File: src/inc/acs_pkg.sv
// Constants shared by the conversion sequencer and its bit-period divider.
// Assumes a single 250 MHz reference clock; the RC source is modelled as a divider.
package acs_pkg;

    // Clock select codes
    localparam logic [1:0] CLK_SEL_DIV2  = 2'h0;
    localparam logic [1:0] CLK_SEL_DIV8  = 2'h1;
    localparam logic [1:0] CLK_SEL_DIV32 = 2'h2;
    localparam logic [1:0] CLK_SEL_RC    = 2'h3;

    // Control byte field positions
    localparam int CTL_CLK_SEL_HI = 7;
    localparam int CTL_CLK_SEL_LO = 6;
    localparam int CTL_CHAN_HI    = 5;
    localparam int CTL_CHAN_LO    = 3;
    localparam int CTL_GO_BIT     = 2;
    localparam int CTL_ON_BIT     = 0;

    // Reset values
    localparam logic [7:0] CTL_RESET    = 8'h00;
    localparam logic [7:0] RESULT_RESET = 8'h00;

    // Timing
    localparam int  REF_CLK_MHZ       = 250;
    localparam int  OSC_DIV2          = 2;
    localparam int  OSC_DIV8          = 8;
    localparam int  OSC_DIV32         = 32;
    localparam int  RC_PERIOD_NS      = 4000;
    localparam int  RC_PERIOD_CYC     = (RC_PERIOD_NS * REF_CLK_MHZ) / 1000;
    localparam int  INSTR_CYCLE_OSC   = 4;
    localparam int  SAMPLE_HALF_BITS  = 3;
    localparam int  RESULT_BITS       = 8;
    localparam int  HOLD_OFF_BITS     = 2;

    // Sequencer states
    typedef enum logic [2:0] {
        ACS_IDLE    = 3'b000,
        ACS_DELAY   = 3'b001,
        ACS_SAMPLE  = 3'b010,
        ACS_CONVERT = 3'b011,
        ACS_HOLDOFF = 3'b100
    } acs_state_type;

endpackage : acs_pkg

File: src/verilog/acs_sequencer.sv
// Successive-approximation conversion sequencer with control byte and result.
// Assumes the core writes bytes synchronously; comparator comes from analog.
//
// Overview of operation
// (RULE_01) Full conversion lasts nine and half periods
// (RULE_02) Bit period from osc/2, /8, /32, RC
// (RULE_03) Software keeps bit period above minimum
// (RULE_04) RC bit period about four microseconds
// (RULE_05) RC clock for sleep at high frequency
// (RULE_06) Analog-configured pins read as zero
// (RULE_07) Enable converter before setting start flag
// (RULE_08) Clearing go aborts, result untouched
// (RULE_09) Result holds latest conversion or write
// (RULE_10) After abort wait two periods, acquire
// (RULE_11) Completion clears go, sets done flag
// (RULE_12) Software waits acquisition before starting
// (RULE_13) Clock switching only among oscillator sources
// (RULE_14) Software times clock switch for resolution
// (RULE_15) Sleep conversions only with RC select
// (RULE_16) RC start delayed one instruction cycle
// (RULE_17) Sleep completion with irq enabled wakes
// (RULE_18) Sleep completion without irq powers down
// (RULE_19) Sleep with oscillator clock aborts, powers down
// (RULE_20) Sleep instruction follows the start write
// (RULE_21) Control byte field layout fixed
// (RULE_22) Two-period capacitor hold-off after completion
// (RULE_23) Converter off when on-bit clear
// (RULE_24) Result bits resolved MSB first
`timescale 1ns/10ps
module acs_sequencer
(
    // Clock and reset
    input  wire logic       ref_clk,
    input  wire logic       nrst,
    // Control byte access from the core
    input  wire logic       ctl_wr,
    input  wire logic [7:0] ctl_wdata,
    output logic      [7:0] ctl_rdata,
    // Result access from the core
    input  wire logic       result_wr,
    input  wire logic [7:0] result_wdata,
    output logic      [7:0] conversion_result,
    // Interrupt flag and enable, owned by the core's flag register
    input  wire logic       conv_done_irq_enable,
    input  wire logic       irq_flag_clear,
    output logic            conv_done_irq_flag,
    // Power mode
    input  wire logic       sleep_mode,
    output logic            wake_request,
    // Analog side
    input  wire logic       comparator_in,
    output logic      [7:0] dac_code,
    output logic            sample_switch,
    output logic            converter_powered,
    // Port read masking
    input  wire logic [4:0] port_pins,
    input  wire logic [4:0] analog_pin_mask,
    output logic      [4:0] port_read
);
    import acs_pkg::*;

    acs_state_type state;
    acs_state_type next_state;
    logic [7:0]    ctl;
    logic [7:0]    sar;
    logic [2:0]    bit_idx;
    logic [3:0]    span;
    logic [3:0]    rc_wait;
    logic          powered_down;
    logic          cmp_meta;
    logic          cmp_sync;
    logic [4:0]    pin_meta;
    logic [4:0]    pin_sync;
    logic          half_tick;
    logic          bit_tick;

    wire [1:0] clk_sel  = ctl[CTL_CLK_SEL_HI:CTL_CLK_SEL_LO]; // [RULE_21]
    wire       go_flag  = ctl[CTL_GO_BIT];
    wire       on_bit   = ctl[CTL_ON_BIT];
    wire       rc_sel   = (clk_sel == CLK_SEL_RC);
    wire       active   = on_bit && !powered_down; // [RULE_23]
    wire       go_clear = ctl_wr && !ctl_wdata[CTL_GO_BIT] && go_flag;
    wire       busy     = (state == ACS_DELAY) || (state == ACS_SAMPLE) || (state == ACS_CONVERT);
    // Sleep with an oscillator clock stops the divider, so abort at once
    wire       sleep_abort = sleep_mode && !rc_sel && busy;            // [RULE_19] [RULE_15]
    wire       abort       = (go_clear && busy) || sleep_abort;        // [RULE_08]
    wire       finish      = (state == ACS_CONVERT) && bit_tick && (bit_idx == 3'h0);
    // Abort restarts the divider so the hold-off is a whole two periods
    wire       div_run     = ((busy && (state != ACS_DELAY)) || (state == ACS_HOLDOFF)) && !abort;
    wire [7:0] trial       = sar | (8'h01 << bit_idx);                 // [RULE_24]
    // Clock select writes are accepted while busy only between oscillator codes
    wire       sel_ok      = !busy || (!rc_sel && (ctl_wdata[CTL_CLK_SEL_HI:CTL_CLK_SEL_LO] != CLK_SEL_RC)); // [RULE_13]
    wire [1:0] next_sel    = sel_ok ? ctl_wdata[CTL_CLK_SEL_HI:CTL_CLK_SEL_LO] : clk_sel;

    acs_bit_clock u_bit_clock
    (
        .ref_clk   (ref_clk),
        .nrst      (nrst),
        .run       (div_run),
        .clk_sel   (clk_sel),
        .half_tick (half_tick),
        .bit_tick  (bit_tick)
    );

    // Comparator and pins are asynchronous to the reference clock
    always_ff @(posedge ref_clk or negedge nrst)
    begin
        if (!nrst)
        begin
            cmp_meta <= 1'b0;
            cmp_sync <= 1'b0;
            pin_meta <= 5'h00;
            pin_sync <= 5'h00;
        end
        else
        begin
            cmp_meta <= comparator_in;
            cmp_sync <= cmp_meta;
            pin_meta <= port_pins;
            pin_sync <= pin_meta;
        end
    end

    // Port reads never show analog levels
    assign port_read = pin_sync & ~analog_pin_mask; // [RULE_06]

    // Next-state selection
    always_comb
    begin
        next_state = state;
        case (state)
            ACS_IDLE:
                if (active && go_flag)
                    next_state = rc_sel ? ACS_DELAY : ACS_SAMPLE;
            ACS_DELAY:
                if (rc_wait == 4'(INSTR_CYCLE_OSC - 1))
                    next_state = ACS_SAMPLE; // [RULE_16]
            ACS_SAMPLE:
                if (half_tick && span == 4'(SAMPLE_HALF_BITS - 1))
                    next_state = ACS_CONVERT; // [RULE_01]
            ACS_CONVERT:
                if (finish)
                    next_state = ACS_HOLDOFF;
            ACS_HOLDOFF:
                if (half_tick && span == 4'(2 * HOLD_OFF_BITS - 1))
                    next_state = ACS_IDLE; // [RULE_22] [RULE_10]
            default:
                next_state = ACS_IDLE;
        endcase
        if (abort)
            next_state = ACS_HOLDOFF;
        if (!on_bit)
            next_state = ACS_IDLE;
    end

    // Sequencer state and counters
    always_ff @(posedge ref_clk or negedge nrst)
    begin
        if (!nrst)
        begin
            state   <= ACS_IDLE;
            span    <= 4'h0;
            rc_wait <= 4'h0;
            bit_idx <= 3'h7;
            sar     <= 8'h00;
        end
        else
        begin
            state   <= next_state;
            rc_wait <= (state == ACS_DELAY) ? rc_wait + 4'h1 : 4'h0;
            if (next_state != state)
                span <= 4'h0;
            else if ((state == ACS_SAMPLE || state == ACS_HOLDOFF) && half_tick)
                span <= span + 4'h1;
            if (state != ACS_CONVERT)
            begin
                bit_idx <= 3'h7;
                sar     <= 8'h00;
            end
            else if (bit_tick)
            begin
                sar     <= cmp_sync ? trial : sar; // [RULE_24]
                bit_idx <= bit_idx - 3'h1;
            end
        end
    end

    // Control byte: hardware clears go on completion; a set by the core wins
    always_ff @(posedge ref_clk or negedge nrst)
    begin
        if (!nrst)
            ctl <= CTL_RESET;
        else if (ctl_wr)
            ctl <= {next_sel, ctl_wdata[CTL_CHAN_HI:CTL_CHAN_LO],
                    ctl_wdata[CTL_GO_BIT] && ctl_wdata[CTL_ON_BIT] && on_bit, 1'b0, ctl_wdata[CTL_ON_BIT]}; // [RULE_07]
        else if (finish || sleep_abort)
            ctl[CTL_GO_BIT] <= 1'b0; // [RULE_11]
    end

    // Result: last completed conversion or last core write, whichever later
    always_ff @(posedge ref_clk or negedge nrst)
    begin
        if (!nrst)
            conversion_result <= RESULT_RESET;
        else if (finish && !abort)
            conversion_result <= cmp_sync ? trial : sar; // [RULE_09] [RULE_08]
        else if (result_wr)
            conversion_result <= result_wdata; // [RULE_09]
    end

    // Done flag; a completion in the clearing cycle is kept
    always_ff @(posedge ref_clk or negedge nrst)
    begin
        if (!nrst)
            conv_done_irq_flag <= 1'b0;
        else if (finish)
            conv_done_irq_flag <= 1'b1; // [RULE_11]
        else if (irq_flag_clear)
            conv_done_irq_flag <= 1'b0;
    end

    // Sleep power-down keeps the on-bit set but stops the analog core
    always_ff @(posedge ref_clk or negedge nrst)
    begin
        if (!nrst)
        begin
            powered_down <= 1'b0;
            wake_request <= 1'b0;
        end
        else
        begin
            wake_request <= finish && sleep_mode && conv_done_irq_enable; // [RULE_17]
            if (!sleep_mode || !on_bit)
                powered_down <= 1'b0;
            else if ((finish && !conv_done_irq_enable) || sleep_abort)
                powered_down <= 1'b1; // [RULE_18] [RULE_19]
        end
    end

    // Analog drive registered to avoid glitches on the capacitor array
    always_ff @(posedge ref_clk or negedge nrst)
    begin
        if (!nrst)
        begin
            dac_code          <= 8'h00;
            sample_switch     <= 1'b0;
            converter_powered <= 1'b0;
        end
        else
        begin
            dac_code          <= (state == ACS_CONVERT) ? trial : 8'h00;
            sample_switch     <= active && (state == ACS_IDLE || state == ACS_DELAY || state == ACS_SAMPLE); // [RULE_22]
            converter_powered <= active; // [RULE_23]
        end
    end

    assign ctl_rdata = ctl; // [RULE_18]

endmodule : acs_sequencer

File: src/verilog/acs_bit_clock.sv
// Bit-period divider: emits a pulse every bit period and half bit period.
// Assumes the reference clock is the device oscillator.
`timescale 1ns/10ps
module acs_bit_clock
(
    // Clock and reset
    input  wire logic       ref_clk,
    input  wire logic       nrst,
    // Control
    input  wire logic       run,
    input  wire logic [1:0] clk_sel,
    // Enables
    output logic            half_tick,
    output logic            bit_tick
);
    import acs_pkg::*;

    logic [15:0] count;
    logic        phase;
    wire  [15:0] half_len;
    wire         wrap;

    // Half of each bit period, so the 9.5-period total is exact
    assign half_len = (clk_sel == CLK_SEL_DIV2)  ? 16'(OSC_DIV2 / 2) :
                      (clk_sel == CLK_SEL_DIV8)  ? 16'(OSC_DIV8 / 2) :
                      (clk_sel == CLK_SEL_DIV32) ? 16'(OSC_DIV32 / 2) :
                                                   16'(RC_PERIOD_CYC / 2); // [RULE_02] [RULE_04]
    assign wrap      = run && (count >= half_len - 16'h0001);
    assign half_tick = wrap;
    assign bit_tick  = wrap && phase;

    // Divider restarts whenever the sequencer stops, aligning periods to start.
    // Phase idles high so the third half tick of sampling is a bit edge and
    // every result bit then gets a full period.
    always_ff @(posedge ref_clk or negedge nrst)
    begin
        if (!nrst)
        begin
            count <= 16'h0000;
            phase <= 1'b1;
        end
        else if (!run)
        begin
            count <= 16'h0000;
            phase <= 1'b1;
        end
        else if (wrap)
        begin
            count <= 16'h0000;
            phase <= ~phase;
        end
        else
            count <= count + 16'h0001;
    end

endmodule : acs_bit_clock

File: config.mk
export PLATFORM = sky130hd
export DESIGN_NAME = acs_sequencer
export DESIGN_NICKNAME = d
export VERILOG_FILES = /design/src/inc/acs_pkg.sv /design/src/verilog/acs_sequencer.sv /design/src/verilog/acs_bit_clock.sv
export SDC_FILE = /design/constraint.sdc
export NUM_CORES = 1
export LEC_CHECK = 0
export ABC_AREA = 1
export BUFFER_PORTS_ARGS = -buffer_cell sky130_fd_sc_hd__buf_2
export CELL_PAD_IN_SITES_DETAIL_PLACEMENT = 1
export CELL_PAD_IN_SITES_GLOBAL_PLACEMENT = 1
export CORE_MARGIN = 3
export CORE_UTILIZATION = 45
export DETAILED_ROUTE_END_ITERATION = 12
export PLACE_DENSITY_LB_ADDON = 0.1
export SKIP_LAST_GASP = 1
export SYNTH_ARGS = -nofsm -noshare
export SYNTH_HDL_FRONTEND = slang
export SYNTH_SLANG_ARGS = --single-unit
File: constraint.sdc
create_clock -name ref_clk -period 3.7 [get_ports ref_clk]
set_clock_uncertainty 0.1 [all_clocks]
set_input_delay 0.37 -clock ref_clk [delete_from_list [all_inputs] [get_ports ref_clk]]
set_output_delay 0.37 -clock ref_clk [all_outputs]
set_load 0.02 [all_outputs]
==> summary.txt <==
Worst setup path
  • RR Startpoint: ctl_rdata[7]$_DFFE_PN0P_
  • R2R cell count: 19
  • Worst EP arrival: 2.85 ns
  • Worst R2R Setup Slack: 1.0 ns
  • CP Launch Type: register
  • Critical path type: reg2reg
  • Last element of the critical path: span[2]$_DFFE_PN0P_
  • Critical path startpoint: ctl_rdata[7]$_DFFE_PN0P_
  • CP Data Required Time: 3.84 ns
  • Crit Reg-Reg Endpoint: span[2]$_DFFE_PN0P_
  • CP max FO: 28
  • Worst Setup End Kind: register

Synth
  • Top cell type by total area after synthesis: dfrtp_1
  • #FFs+latches synth: 79
  • Synth top area cells: dfrtp_1 50%, inv_1 7.0%, nand2_1 7.0%
  • Area share of the largest cell type after synthesis: between 40% and 50%
  • Mapped Area: 3780 sq um
  • Ys flop type: dfrtp_1
  • Post-Syn Area per Cell: 9.13 sq um
  • Top-count cell post-synth: dfrtp_1
  • Ys async rst share: between 90% and 100%
  • Most frequent cells after synthesis: 75 x dfrtp_1, 70 x inv_1, 70 x nand2_1
  • Synth Instances: 414
  • Post-synth EDFFs: 0
  • Ys Warns: 0
  • Seq/Total Area, Yosys: 52.5%
  • Yosys cell types: 40

Cells and area
  • Area grow syn2layout: 18.1%
  • Fraction of layout cells with a size suffix above 1: 22.0%
  • Layout net count: 544
  • Fillers: 945
  • # diodes: 0

Timing
  • Final Hold Viols: 0
  • Setup Viol. Count Final: 0
  • Worst-margin pin slew: 0.989 ns
  • Post-route setup slack: 0.999 ns
  • Setup TNS: 0 ns
  • Slew Limit Headroom: 34.1%
  • Slew Viols, Final: 0
  • Achievable Freq: 0.370 GHz
  • Fin crit share: about 73%
  • Minimum clock period: 2.70 ns
  • RSZ-0062 raised after global routing: false

Clocking
  • Post-CTS setup buffer count: 0
  • CTS Sinks: a little under 80
  • CTS tree: built
  • Clk root buf: clkbuf_8
  • H-tree depth: 3
  • Clk_lat worst skew: 0.36 ns
  • Clk buf depth: 2
  • CTS buffer count: 9
  • Clock slew seen by the registers of the worst setup and hold paths: approximately 0.090 ns

Route
  • Vias post-DR: 3,045
  • DRC: 0
  • Drt total wl: ~9000 microns
  • Routed met1 length: 3940 microns
  • Metal3 WL: 457 microns
  • Drt wl/cell: about 15 microns
  • ANT nets after route: 0
  • Initial drt markers: 57
  • Via density: 5.09
  • Met2 wire len: 4520 microns
  • DRT Pass-1 Iters: 4
  • Top sig layer: met4

Pwr
  • Leakage: 2.38 nW
  • PD cells: 415 nW/um^2
  • Total power draw: 1.85 mW
  • Maximum vdd drop: 0.206 mV

Global route
  • Number of global-route vias before repair: 3,295
  • Total global-route track usage: 20.4%
  • First-pass GRT wire length: around 16,000 microns
  • Congestion Overflow GR: 0
  • Initial antenna violation count: 0
  • Largest net degree at the start of global routing: 80

Place
  • DP Worst Slack: 0.954 ns
  • Detailed Place HPWL: between 6000 and 7000 microns
  • Gp weighted congestion: 0.769
  • Port-buffer cells: 64

Die
  • Initial core utilization: between 40% and 50%
  • Total die area: 9530 sq um
  • Die height: ~98 microns
  • Die X: 97.6 microns
  • Top Ports: between 60 and 70
  • Num rows: 32
  • Total core area: ~7900 sq um

Outcome
  • Status: completed

Flow run
  • Max-Cap Viols: 0

Min path
  • Worst hold path class: in2reg
==> registers in the layout, summed over array words and instances, names as in the netlist, 4 cells and up <==
register           cells
ctl_rdata              7
pin_meta               5
dac_code               8
conversion_result      8
span                   4
sar                    8
rc_wait                4
pin_sync               5
u_bit_clock.count     16
==> through the flow <==
stage                     util, %  instances  hold slack, ns  area, sq um
after floorplan                 -        419         -0.0256         3800
after global placement       53.2        579           0.232         4210
after detailed placement     53.2        579           0.238         4210
after CTS                    56.0        596        0.000495         4440
after global routing         56.3        598        -0.00142         4460
final                        56.3        598          0.0216         4460
==> what timing repair did <==
action                    in CTS  in global routing
hold endpoints to repair       1                  2
gates resized for setup        0                  0
hold buffers                   1                  2
==> critical path: stages, from the launching register on <==
cell     delay, ns
dfrtp_1       0.46
nand2_1       0.16
ha_1          0.32
nand2_1       0.05
inv_1         0.07
nand2_1       0.07
nor2_1        0.11
nor2_1        0.05
nand2_1       0.06
nand2_1       0.06
nand2_2       0.13
nand2_4       0.10
nor2_4        0.15
nand2_4       0.20
nand3_2       0.14
nand2_1       0.07
nand2_1       0.07
nand2_1       0.07
nand2_2       0.10
nor2_1        0.05
==> routing by layer <==
layer	GRT usage [%]	vias to the layer above
met3	5.46	7
met4	4.90	0
met2	35.1	73
li1	-	1477
met1	25.6	1488
met5	0	-
==> report_power, final <==
part	switching, mW	leakage (nW)	internal (mW)
clock network	0.371	0.111	0.334
logic	0.144	1.24	0.0767
registers	0.0275	1.02	0.898
total	0.543	2.38	1.31
==> how the worst min path moves through the flow <==
stage / from / endpoint / slack (ns) / cells after the start
3_3_place_gp: cmp_meta$_DFF_PN0_ / cmp_sync$_DFF_PN0_ / 0.23 / 0
2_1_floorplan: nrst / cmp_meta$_DFF_PN0_ / -0.03 / 0
3_5_place_dp: pin_meta[2]$_DFF_PN0_ / pin_sync[2]$_DFF_PN0_ / 0.24 / 0
6_report: port_pins[0] / pin_meta[0]$_DFF_PN0_ / 0.02 / 1
5_1_grt: port_pins[0] / pin_meta[0]$_DFF_PN0_ / -0.001 / 1
4_1_cts: port_pins[2] / pin_meta[2]$_DFF_PN0_ / 0.0005 / 1
==> logic make-up after synthesis <==
group / Yosys count / synth area share (%)
flops: 79 / 52.5
mux: 3 / 0.894
buf+inv: 80 / 8.24
compound gates: 58 / 9.30
other cells: 2 / 0.199
fa+ha+maj: 19 / 6.29
simple gates: 166 / 21.0
xor+xnor: 7 / 1.62
==> layout make-up <==
type / instances / area [sq um] / area share [%]
clock buffer: 9 / 124 / 2.78
tap: 102 / 128 / 2.86
multi-input combinational: 260 / 1500 / 33.7
timing repair buffer: 67 / 353 / 7.91
sequential: 79 / 1980 / 44.4
inverter: 74 / 278 / 6.22
clock inverter: 7 / 95.1 / 2.13
==> cells in the final DEF, fill, tap and decap left out, drive strengths merged, types with 2 or more instances in the layout <==
master        n
a21oi        18
buf          64
clkbuf        9
clkinv        3
conb          7
dfrtp        75
dfstp         4
dlygate4sd3   3
ha           19
inv          77
mux2          3
nand2        79
nand3        30
nand4         4
nor2         41
nor3          3
nor3b         5
o211ai        7
o21a          2
o21ai        19
o22ai         6
xor2          7
No activity file was read; power rests on OpenSTA's default activity.
